--- src/common/cssu_pkg.sv ---
// shared constants for the four-way chip-select and wait-state unit
// assumes a single 25 MHz system clock and an AXI4-Lite register port
//
// Function
// - four identical units, own select and termination
// - external master forces A23-A20 zero, code five
// - select asserts at address strobe falling edge
// - each unit has 16-bit base and option
// - base holds code, address, direction, enable
// - direction bit zero reads, one writes
// - disabled never selects, enabled selects on match
// - reset enables unit zero; strap disables, C000
// - registers changeable while unit stays enabled
// - option holds termination, mask, compare enables
// - termination 0-6 waits, seven means external
// - only unmasked address bits are compared
// - direction compare enable gates direction match
// - space compare enable gates function code match
// - strapped unit zero has no pin, still terminates
// - decoding continues for halt-acquired external masters
package cssu_pkg;

  // ---------------------------------------------------------------
  // register map, byte addresses on the register bus
  // ---------------------------------------------------------------
  localparam logic [7:0] OFS_BASE0 = 8'h00; // select_base_0..3 at +4 each
  localparam logic [7:0] OFS_OPT0 = 8'h10; // select_option_0..3 at +4 each
  localparam logic [7:0] OFS_STATUS = 8'h20; // read-only live state
  localparam logic [7:0] OFS_LAST = 8'h20;

  // ---------------------------------------------------------------
  // field positions
  // ---------------------------------------------------------------
  localparam int BASE_FC_HI = 15; // expected function code 15..13
  localparam int BASE_FC_LO = 13;
  localparam int FLD_ADR_HI = 12; // address or mask bits 12..2
  localparam int FLD_ADR_LO = 2;
  localparam int BASE_DIR = 1; // direction bit
  localparam int BASE_EN = 0; // enable bit
  localparam int OPT_TERM_HI = 15; // termination field 15..13
  localparam int OPT_TERM_LO = 13;
  localparam int OPT_DIRCMP = 1; // direction_compare_enable
  localparam int OPT_SPCCMP = 0; // space_compare_enable

  // ---------------------------------------------------------------
  // values
  // ---------------------------------------------------------------
  localparam logic [15:0] BASE0_RST = 16'h0001; // unit zero enabled
  localparam logic [15:0] BASE_RST = 16'h0000; // other units disabled
  localparam logic [15:0] BASE0_OFF_RST = 16'hC000; // strapped reset value
  localparam logic [15:0] OPT_RST = 16'h0000;
  localparam logic [2:0] TERM_EXT = 3'h7; // peripheral terminates
  localparam logic [2:0] EXT_FC = 3'h5; // forced code for external masters
  localparam logic [3:0] EXT_ADR_TOP = 4'h0; // forced A23-A20
  localparam logic [1:0] STRAP_SETTLE = 2'h3; // cycles before strap is taken
  localparam logic [1:0] RESP_OKAY = 2'h0;
  localparam logic [1:0] RESP_SLVERR = 2'h2;

  // bus cycle sequencer
  typedef enum logic [3:0] {
    CSSU_IDLE = 4'h1,
    CSSU_WAIT = 4'h2,
    CSSU_ACK = 4'h4,
    CSSU_HOLD = 4'h8
  } cssu_phase_e;

endpackage

--- src/rtl/cssu_top.sv ---
// four programmable chip-select units with wait-state termination
// assumes bus pins come from outside the clock domain; AXI4-Lite is local
//
// Chosen here: the AXI4-Lite register port and the register offsets.
`timescale 1ns/10ps
`default_nettype none

module cssu_top #(
  parameter int UNITS = 4
) (
  // clock, reset, enable
  input wire logic core_clk,
  input wire logic rstn,
  input wire logic ce,
  // external bus cycle pins
  input wire logic [23:0] bus_addr,
  input wire logic bus_rnw,
  input wire logic [2:0] bus_fc,
  input wire logic bus_as_n,
  input wire logic ext_master,
  input wire logic core_off_strap,
  // selects and termination
  output logic select_line_0_n,
  output logic [2:0] select_lines_upper_n,
  output logic cycle_ack_n,
  output logic cycle_ack_oe,
  // axi4-lite write
  input wire logic [7:0] s_axi_awaddr,
  input wire logic s_axi_awvalid,
  output logic s_axi_awready,
  input wire logic [31:0] s_axi_wdata,
  input wire logic [3:0] s_axi_wstrb,
  input wire logic s_axi_wvalid,
  output logic s_axi_wready,
  output logic [1:0] s_axi_bresp,
  output logic s_axi_bvalid,
  input wire logic s_axi_bready,
  // axi4-lite read
  input wire logic [7:0] s_axi_araddr,
  input wire logic s_axi_arvalid,
  output logic s_axi_arready,
  output logic [31:0] s_axi_rdata,
  output logic [1:0] s_axi_rresp,
  output logic s_axi_rvalid,
  input wire logic s_axi_rready
);

  // ---------------------------------------------------------------
  // state
  // ---------------------------------------------------------------
  typedef struct packed {
    logic [2:0] as_sync; // strobe synchroniser chain
    logic [2:0] ext_sync; // external master level chain
    logic [2:0] strap_sync; // strap chain
    logic as_lvl; // filtered strobe level
    logic ext_lvl; // filtered external master level
    logic [1:0] init_cnt; // strap settle counter
    logic init_done; // strap taken
    logic core_off; // latched strap
    logic [UNITS-1:0][15:0] base;
    logic [UNITS-1:0][15:0] opt;
    cssu_pkg::cssu_phase_e phase;
    logic [2:0] ws_cnt; // remaining wait states
    logic [UNITS-1:0] sel_n;
    logic ack_n;
    logic ack_oe;
    logic awready;
    logic wready;
    logic aw_held;
    logic [7:0] aw_addr;
    logic w_held;
    logic [31:0] w_data;
    logic [3:0] w_strb;
    logic bvalid;
    logic [1:0] bresp;
    logic arready;
    logic rvalid;
    logic [31:0] rdata;
    logic [1:0] rresp;
  } cssu_state_s;

  cssu_state_s st_r;
  cssu_state_s st_nxt;

  // ---------------------------------------------------------------
  // helpers
  // ---------------------------------------------------------------
  // one unit's compare; used for every unit and by the checks
  function automatic logic cssu_match(input logic [15:0] b, input logic [15:0] o,
                                      input logic [23:0] a, input logic rnw,
                                      input logic [2:0] fc);
    logic adr_ok;
    logic dir_ok;
    logic fc_ok;
    adr_ok = ((a[23:13] ^ b[cssu_pkg::FLD_ADR_HI:cssu_pkg::FLD_ADR_LO])
              & o[cssu_pkg::FLD_ADR_HI:cssu_pkg::FLD_ADR_LO]) == 11'h000;
    dir_ok = !o[cssu_pkg::OPT_DIRCMP] || (b[cssu_pkg::BASE_DIR] == !rnw);
    fc_ok = !o[cssu_pkg::OPT_SPCCMP] ||
            (b[cssu_pkg::BASE_FC_HI:cssu_pkg::BASE_FC_LO] == fc);
    return b[cssu_pkg::BASE_EN] && adr_ok && dir_ok && fc_ok;
  endfunction

  // register index from a byte address, or all ones when unmapped
  function automatic logic [3:0] cssu_index(input logic [7:0] addr);
    if (addr[1:0] != 2'h0 || addr > cssu_pkg::OFS_LAST) begin
      return 4'hF;
    end
    return addr[5:2];
  endfunction

  // ---------------------------------------------------------------
  // compare inputs and per-unit hits
  // ---------------------------------------------------------------
  logic [23:0] cmp_addr;
  logic [2:0] cmp_fc;
  logic [UNITS-1:0] hit_w;
  logic as_fall_w;
  logic [2:0] term_w; // termination of the winning unit
  logic any_hit_w;

  // external cycles see forced top bits and code
  // decoding kept for halt-acquired external masters
  assign cmp_addr = st_r.ext_lvl ? {cssu_pkg::EXT_ADR_TOP, bus_addr[19:0]} : bus_addr;
  assign cmp_fc = st_r.ext_lvl ? cssu_pkg::EXT_FC : bus_fc;
  assign as_fall_w = st_r.as_lvl && (st_r.as_sync[1] == st_r.as_sync[2]) &&
                     !st_r.as_sync[2] && st_r.init_done;

  genvar gi;
  generate
    for (gi = 0; gi < UNITS; gi++) begin : g_unit
      assign hit_w[gi] = cssu_match(st_r.base[gi], st_r.opt[gi], cmp_addr, bus_rnw, cmp_fc);
    end
  endgenerate

  // lowest matching unit owns the termination
  always_comb begin
    term_w = cssu_pkg::TERM_EXT;
    any_hit_w = |hit_w;
    for (int k = UNITS - 1; k >= 0; k--) begin
      if (hit_w[k]) begin
        term_w = st_r.opt[k][cssu_pkg::OPT_TERM_HI:cssu_pkg::OPT_TERM_LO];
      end
    end
  end

  // ---------------------------------------------------------------
  // next state
  // ---------------------------------------------------------------
  always_comb begin
    logic [3:0] widx;
    logic [3:0] ridx;
    logic [15:0] wval;
    logic [15:0] cur;
    widx = 4'h0;
    ridx = 4'h0;
    wval = 16'h0000;
    cur = 16'h0000;
    st_nxt = st_r;

    // pin synchronisers; a change counts once stages two and three agree
    st_nxt.as_sync = {st_r.as_sync[1:0], bus_as_n};
    st_nxt.ext_sync = {st_r.ext_sync[1:0], ext_master};
    st_nxt.strap_sync = {st_r.strap_sync[1:0], core_off_strap};
    if (st_r.as_sync[1] == st_r.as_sync[2]) begin
      st_nxt.as_lvl = st_r.as_sync[2];
    end
    if (st_r.ext_sync[1] == st_r.ext_sync[2]) begin
      st_nxt.ext_lvl = st_r.ext_sync[2];
    end

    // strap taken after release, then reset values set
    if (!st_r.init_done) begin
      if (st_r.init_cnt == cssu_pkg::STRAP_SETTLE) begin
        st_nxt.init_done = 1'b1;
        st_nxt.core_off = st_r.strap_sync[2];
        if (st_r.strap_sync[2]) begin
          st_nxt.base[0] = cssu_pkg::BASE0_OFF_RST;
        end
      end else begin
        st_nxt.init_cnt = st_r.init_cnt + 2'h1;
      end
    end

    // bus cycle sequencer
    case (st_r.phase)
      cssu_pkg::CSSU_IDLE: begin
        if (as_fall_w) begin
          // selects follow the strobe's falling edge
          st_nxt.sel_n = ~hit_w;
          // unit zero pin stays high when strapped
          if (st_r.core_off) begin
            st_nxt.sel_n[0] = 1'b1;
          end
          if (!any_hit_w || term_w == cssu_pkg::TERM_EXT) begin
            st_nxt.phase = cssu_pkg::CSSU_HOLD;
          end else if (term_w == 3'h0) begin
            // no wait states, acknowledge next edge
            st_nxt.phase = cssu_pkg::CSSU_ACK;
            st_nxt.ack_n = 1'b0;
            st_nxt.ack_oe = 1'b1;
          end else begin
            st_nxt.phase = cssu_pkg::CSSU_WAIT;
            st_nxt.ws_cnt = term_w;
          end
        end
      end
      cssu_pkg::CSSU_WAIT: begin
        if (st_r.as_lvl) begin
          // strobe gone early: abandon the cycle
          st_nxt.phase = cssu_pkg::CSSU_IDLE;
          st_nxt.sel_n = '1;
        end else if (st_r.ws_cnt == 3'h1) begin
          st_nxt.phase = cssu_pkg::CSSU_ACK;
          st_nxt.ack_n = 1'b0;
          st_nxt.ack_oe = 1'b1;
        end else begin
          st_nxt.ws_cnt = st_r.ws_cnt - 3'h1;
        end
      end
      cssu_pkg::CSSU_ACK, cssu_pkg::CSSU_HOLD: begin
        // end of cycle: release everything, acknowledge undriven
        if (st_r.as_lvl) begin
          st_nxt.phase = cssu_pkg::CSSU_IDLE;
          st_nxt.sel_n = '1;
          st_nxt.ack_n = 1'b1;
          st_nxt.ack_oe = 1'b0;
          st_nxt.ws_cnt = 3'h0;
        end
      end
      default: begin
        st_nxt.phase = cssu_pkg::CSSU_IDLE;
        st_nxt.sel_n = '1;
        st_nxt.ack_n = 1'b1;
        st_nxt.ack_oe = 1'b0;
      end
    endcase

    // write address and data taken in either order
    if (s_axi_awvalid && st_r.awready) begin
      st_nxt.aw_held = 1'b1;
      st_nxt.aw_addr = s_axi_awaddr;
    end
    if (s_axi_wvalid && st_r.wready) begin
      st_nxt.w_held = 1'b1;
      st_nxt.w_data = s_axi_wdata;
      st_nxt.w_strb = s_axi_wstrb;
    end
    st_nxt.awready = !st_nxt.aw_held && !st_r.bvalid;
    st_nxt.wready = !st_nxt.w_held && !st_r.bvalid;

    // 16-bit registers in the low half of the word
    // writes land whether or not the unit is enabled
    if (st_r.aw_held && st_r.w_held && !st_r.bvalid) begin
      widx = cssu_index(st_r.aw_addr);
      st_nxt.aw_held = 1'b0;
      st_nxt.w_held = 1'b0;
      st_nxt.bvalid = 1'b1;
      st_nxt.bresp = cssu_pkg::RESP_OKAY;
      if (widx < 4'(2 * UNITS)) begin
        cur = widx[2] ? st_r.opt[widx[1:0]] : st_r.base[widx[1:0]];
        wval[7:0] = st_r.w_strb[0] ? st_r.w_data[7:0] : cur[7:0];
        wval[15:8] = st_r.w_strb[1] ? st_r.w_data[15:8] : cur[15:8];
        if (widx[2]) begin
          st_nxt.opt[widx[1:0]] = wval;
        end else begin
          st_nxt.base[widx[1:0]] = wval;
        end
      end else if (widx != 4'(2 * UNITS)) begin
        st_nxt.bresp = cssu_pkg::RESP_SLVERR;
      end
    end
    if (st_r.bvalid && s_axi_bready) begin
      st_nxt.bvalid = 1'b0;
      st_nxt.awready = !st_nxt.aw_held;
      st_nxt.wready = !st_nxt.w_held;
    end

    // read channel, one outstanding
    if (s_axi_arvalid && st_r.arready) begin
      ridx = cssu_index(s_axi_araddr);
      st_nxt.arready = 1'b0;
      st_nxt.rvalid = 1'b1;
      st_nxt.rresp = cssu_pkg::RESP_OKAY;
      st_nxt.rdata = 32'h0000_0000;
      if (ridx < 4'(2 * UNITS)) begin
        st_nxt.rdata[15:0] = ridx[2] ? st_r.opt[ridx[1:0]] : st_r.base[ridx[1:0]];
      end else if (ridx == 4'(2 * UNITS)) begin
        // live state: selects, acknowledge, phase, strap, external
        st_nxt.rdata[11:0] = {st_r.ext_lvl, st_r.core_off, st_r.phase,
                              st_r.ack_oe, st_r.ack_n, st_r.sel_n};
      end else begin
        st_nxt.rresp = cssu_pkg::RESP_SLVERR;
      end
    end
    if (st_r.rvalid && s_axi_rready) begin
      st_nxt.rvalid = 1'b0;
      st_nxt.arready = 1'b1;
    end
  end

  // ---------------------------------------------------------------
  // registers
  // ---------------------------------------------------------------
  // constants only under reset; strap is caught later by init_cnt
  always_ff @(posedge core_clk or negedge rstn) begin
    if (!rstn) begin
      st_r <= '0;
      st_r.as_sync <= 3'h7;
      st_r.as_lvl <= 1'b1;
      st_r.base <= '0;
      st_r.base[0] <= cssu_pkg::BASE0_RST;
      st_r.opt <= {UNITS{cssu_pkg::OPT_RST}};
      st_r.phase <= cssu_pkg::CSSU_IDLE;
      st_r.sel_n <= '1;
      st_r.ack_n <= 1'b1;
      st_r.awready <= 1'b1;
      st_r.wready <= 1'b1;
      st_r.arready <= 1'b1;
    end else if (ce) begin
      st_r <= st_nxt;
    end
  end

  // outputs straight from flops
  assign select_line_0_n = st_r.sel_n[0];
  assign select_lines_upper_n = st_r.sel_n[3:1];
  assign cycle_ack_n = st_r.ack_n;
  assign cycle_ack_oe = st_r.ack_oe;
  assign s_axi_awready = st_r.awready;
  assign s_axi_wready = st_r.wready;
  assign s_axi_bresp = st_r.bresp;
  assign s_axi_bvalid = st_r.bvalid;
  assign s_axi_arready = st_r.arready;
  assign s_axi_rdata = st_r.rdata;
  assign s_axi_rresp = st_r.rresp;
  assign s_axi_rvalid = st_r.rvalid;

  logic int_term_w;
  assign int_term_w = any_hit_w && term_w != cssu_pkg::TERM_EXT;
endmodule

`default_nettype wire

--- config.mk ---
export PLATFORM = sky130hd
export DESIGN_NAME = cssu_top
export DESIGN_NICKNAME = d
export VERILOG_FILES = /design/src/common/cssu_pkg.sv /design/src/rtl/cssu_top.sv
export SDC_FILE = /design/constraint.sdc
export NUM_CORES = 1
export LEC_CHECK = 0
export BUFFER_PORTS_ARGS = -buffer_cell sky130_fd_sc_hd__buf_2
export CAP_MARGIN = 20
export CORE_ASPECT_RATIO = 1.75
export CORE_MARGIN = 2
export CORE_UTILIZATION = 55
export DETAILED_ROUTE_END_ITERATION = 10
export GPL_TIMING_DRIVEN = 1
export PLACE_DENSITY_LB_ADDON = 0.05
export SLEW_MARGIN = 20
export SYNTH_ARGS = -nofsm -noshare
export SYNTH_HDL_FRONTEND = slang
export SYNTH_SLANG_ARGS = --single-unit
--- constraint.sdc ---
create_clock -name core_clk -period 4.2 [get_ports core_clk]
set_input_delay 0.84 -clock core_clk [delete_from_list [all_inputs] [get_ports core_clk]]
set_output_delay 0.84 -clock core_clk [all_outputs]
set_load 0.02 [all_outputs]
==> results.md <==
* Worst VDD drop at 0.000450 V
* Clock transition at the registers of the reported paths at 70 ps
* R2R Setup Slk at 740 ps
* Clk_lat worst skew at 510 ps
* Diode count at 0
* Num CTS Buffers at 21
* Max H-tree Level at 1
* Largest family of logic cells by synthesized area: compound AO/OA/AOI/OAI gates
* Die height at 196 microns
* Final hold violation count at 0
* Residual DRC at 0
* Clk pwr share at 26.5%
* Post_cts resized at 0
* R2R Path Start: st_r[232]
* Pint at 4.35 mW
* Synth Instances at 1243
* Switching share of power at 38.6%
* Psw at 2.74 mW
* CP Launch Type: register
* Critical-path maximum fanout at 17
* Setup CP Type: register to register
* Gr usage total at 32.6%
* # fillers at 1830
* Logic pwr share at 31.8%
* Slew Limit Fails at 0
* Status: completed
* Max Root-Sink Buffers at 3
* Multiplexer share of the synthesized area at 9.78%
* Most frequent cells in the layout: nand2_1, dfrtp_1, o21ai_0
* RSZ-0062 raised after global routing: no
* Area of the mapped netlist at 0.0115 sq mm
* Vias in the first global route at 9551
* Initial Util at 55.6%
* Library cells used by synthesis at 69
* Synth top area share at 41.8%
* Final Util at 61.4%
* DRT antenna net count at 0
* Area grow syn2layout at 10.3%
* Final setup vio count at 0
* Starting DRC count in detailed routing at 842
* Post-Synth Simple-Gate Area at 13.6%
* CP endpoint: st_r[93]
* Gpl congestion at 0.964
* Worst Setup End Kind: register
* Final Non-Filler Cells at 1549
* # hold bufs at CTS at 0
* Synth Warn # at 0
* Largest net degree at the start of global routing at 87
* Hold Path Class: input pin to async pin
* Drt wl/cell at 23.4 microns
* Compound-cell area share of the yosys netlist at 21.2%
* CTS tree: done
* Avg Inst Size Synth at 9.29 sq um
* Post-synth EDFFs at 0
* Worst setup path startpoint: st_r[232]
* Antenna violations before repair at 0
* Synth async-reset ratio at 100%
* Final min period at 3460 ps
* Via density per instance at 6.37
* Clock Skew at 14.4 ps
* Tcrit/Tclk final at 82.4%
* Global-route wire length before repair at 55100 microns
* CTS Root Buffer Type: clkbuf_16
* Post-CTS setup buffer count at 0
* Final setup TNS at 0 ps
* Vias at 9874
* Final net count at 1376
* Worst Max-Slew Pin Slew at 943 ps
* Reg2reg path depth at 9
* Global route total overflow at 0
* Crit Reg-Reg Endpoint: st_r[93]
* Clock Sinks at 207
* I/O Buffers at 88
* XOR/XNOR Fraction of Synth Area at 4.09%
* Layout cells sized above 1 at 17.7%
* Drt first pass iters at 5
* Largest cells by area after synthesis: dfrtp_1, o21ai_0, nand2_1
* Achievable Freq at 289 MHz
* Die Area at 0.0222 sq mm
* Power Density at 556 mW/mm^2
* Most common cell after layout, fill and taps aside: nand2_1
* Post-synth top flop: dfrtp_1
* Post-Route WL at 36300 microns
* Row count at 70
* Post-Synth Adder-Cell Area at 0.325%
* Max-Cap Viols at 0
* Inst Count DP at 1511
* Sequential share of power at 41.6%
* CP required at 4630 ps
* Crit path DAT at 3890 ps
* Die X at 114 microns
* Leading area contributor after synthesis: dfrtp_1
* Core Area at 0.0208 sq mm
* Number of I/O pins at 138
* Flops & latches, synth at 207
* Leak at 5.43 nW
* Sequential share of the synthesized area at 45.0%
* Detailed placer's ending HPWL at 25100 microns
* Max-slew headroom at 36.9%
-- logic make-up (layout without fill, tap and decap cells) --
logic type / count (synthesis) / after routing
xor gates and xnor gates: 54 / 54
adders and majority gates: 3 / 3
other: 1 / 18
muxes: 87 / 87
AOI/OAI and AO/OA: 398 / 398
DFF: 207 / 207
and+or+nand+nor: 351 / 351
buffers and inverters: 142 / 179
-- Yosys cell counts (3+ instances only) --
master,instances
inv_1,21
a222oi_1,6
a211oi_1,28
o221ai_1,15
and3_1,6
nor2b_1,14
buf_4,39
xor2_1,35
nor3b_1,4
nand3_1,14
dfrtp_1,193
mux2i_1,33
buf_1,5
o21ai_0,170
o22ai_1,8
ha_1,3
o211ai_1,7
a21boi_0,3
nor3_1,10
dfstp_2,14
o31ai_1,4
a22oi_1,42
nand2_1,203
mux4_2,17
a22o_1,4
nor2_1,61
clkbuf_1,71
buf_2,3
or3_1,4
nand2b_1,10
mux2_2,37
a21oi_1,77
a21o_1,3
a31oi_1,9
o311a_1,3
nand4b_1,4
a221oi_1,5
xnor2_1,19
-- power groups by stage --
stage	Clock (mW)	Sequential [mW]	Combinational, mW
floorplan	0	2.69	1.69
global placement	0	2.96	2.19
detailed placement	0	2.97	2.22
CTS	1.92	2.93	2.23
global route	1.99	2.98	2.47
finish	1.88	2.95	2.26
-- critical path, cell delays in order (launching register included) --
cell,delay (ps)
dfrtp_1,450
buf_4,230
nor2b_1,330
xor2_1,110
a221oi_1,430
nand4_1,420
o32a_2,540
or4_4,530
o211ai_2,120
mux2i_1,200
-- state kept, by name (all words and copies together) (netlist names), 3 cells and up --
signal,count
st_r,172
s_axi_rdata,16
st_nxt,6
select_lines_upper_n,3
-- worst min path at each step --
| stage | startpoint | to | cells past startpoint |
|---|---|---|---|
| finish | rstn | s_axi_rdata[14] | 1 |
| global route | rstn | s_axi_rdata[14] | 1 |
| floorplan | st_r[230] | st_r[230] | 1 |
| global placement | s_axi_rdata[5] | s_axi_rdata[5] | 2 |
| CTS | rstn | s_axi_rdata[14] | 1 |
| detailed placement | s_axi_rdata[9] | s_axi_rdata[9] | 2 |
-- area by class of cell --
cell class | count | area (sq um) | area share, %
multi-input combinational | 911 | 5740 | 45.0
sequential | 207 | 5200 | 40.8
timing repair buffer | 120 | 727 | 5.71
clock buffer | 33 | 601 | 4.72
tap | 252 | 315 | 2.48
clock inverter | 5 | 78.8 | 0.619
inverter | 21 | 78.8 | 0.619
-- routing by layer --
| layer | part of all wire (%) | routed length (microns) | global-route usage [%] |
|---|---|---|---|
| met3 | 5.7 | 2070 | 3.52 |
| met5 | 0 | 0 | 0 |
| met2 | 51 | 18500 | 57.2 |
| met4 | 7.8 | 2810 | 20.2 |
| met1 | 36 | 12900 | 37.8 |
-- per-stage QoR --
stage	setup slack [ps]	hold WS [ps]	total power, mW	cell area [sq um]
global route	580	440	7.44	12700
detailed placement	533	464	5.19	12100
finish	741	380	7.09	12700
floorplan	856	448	4.37	11600
CTS	825	410	7.08	12700
global placement	594	458	5.15	12100
Power figures use the tool's default switching activity.
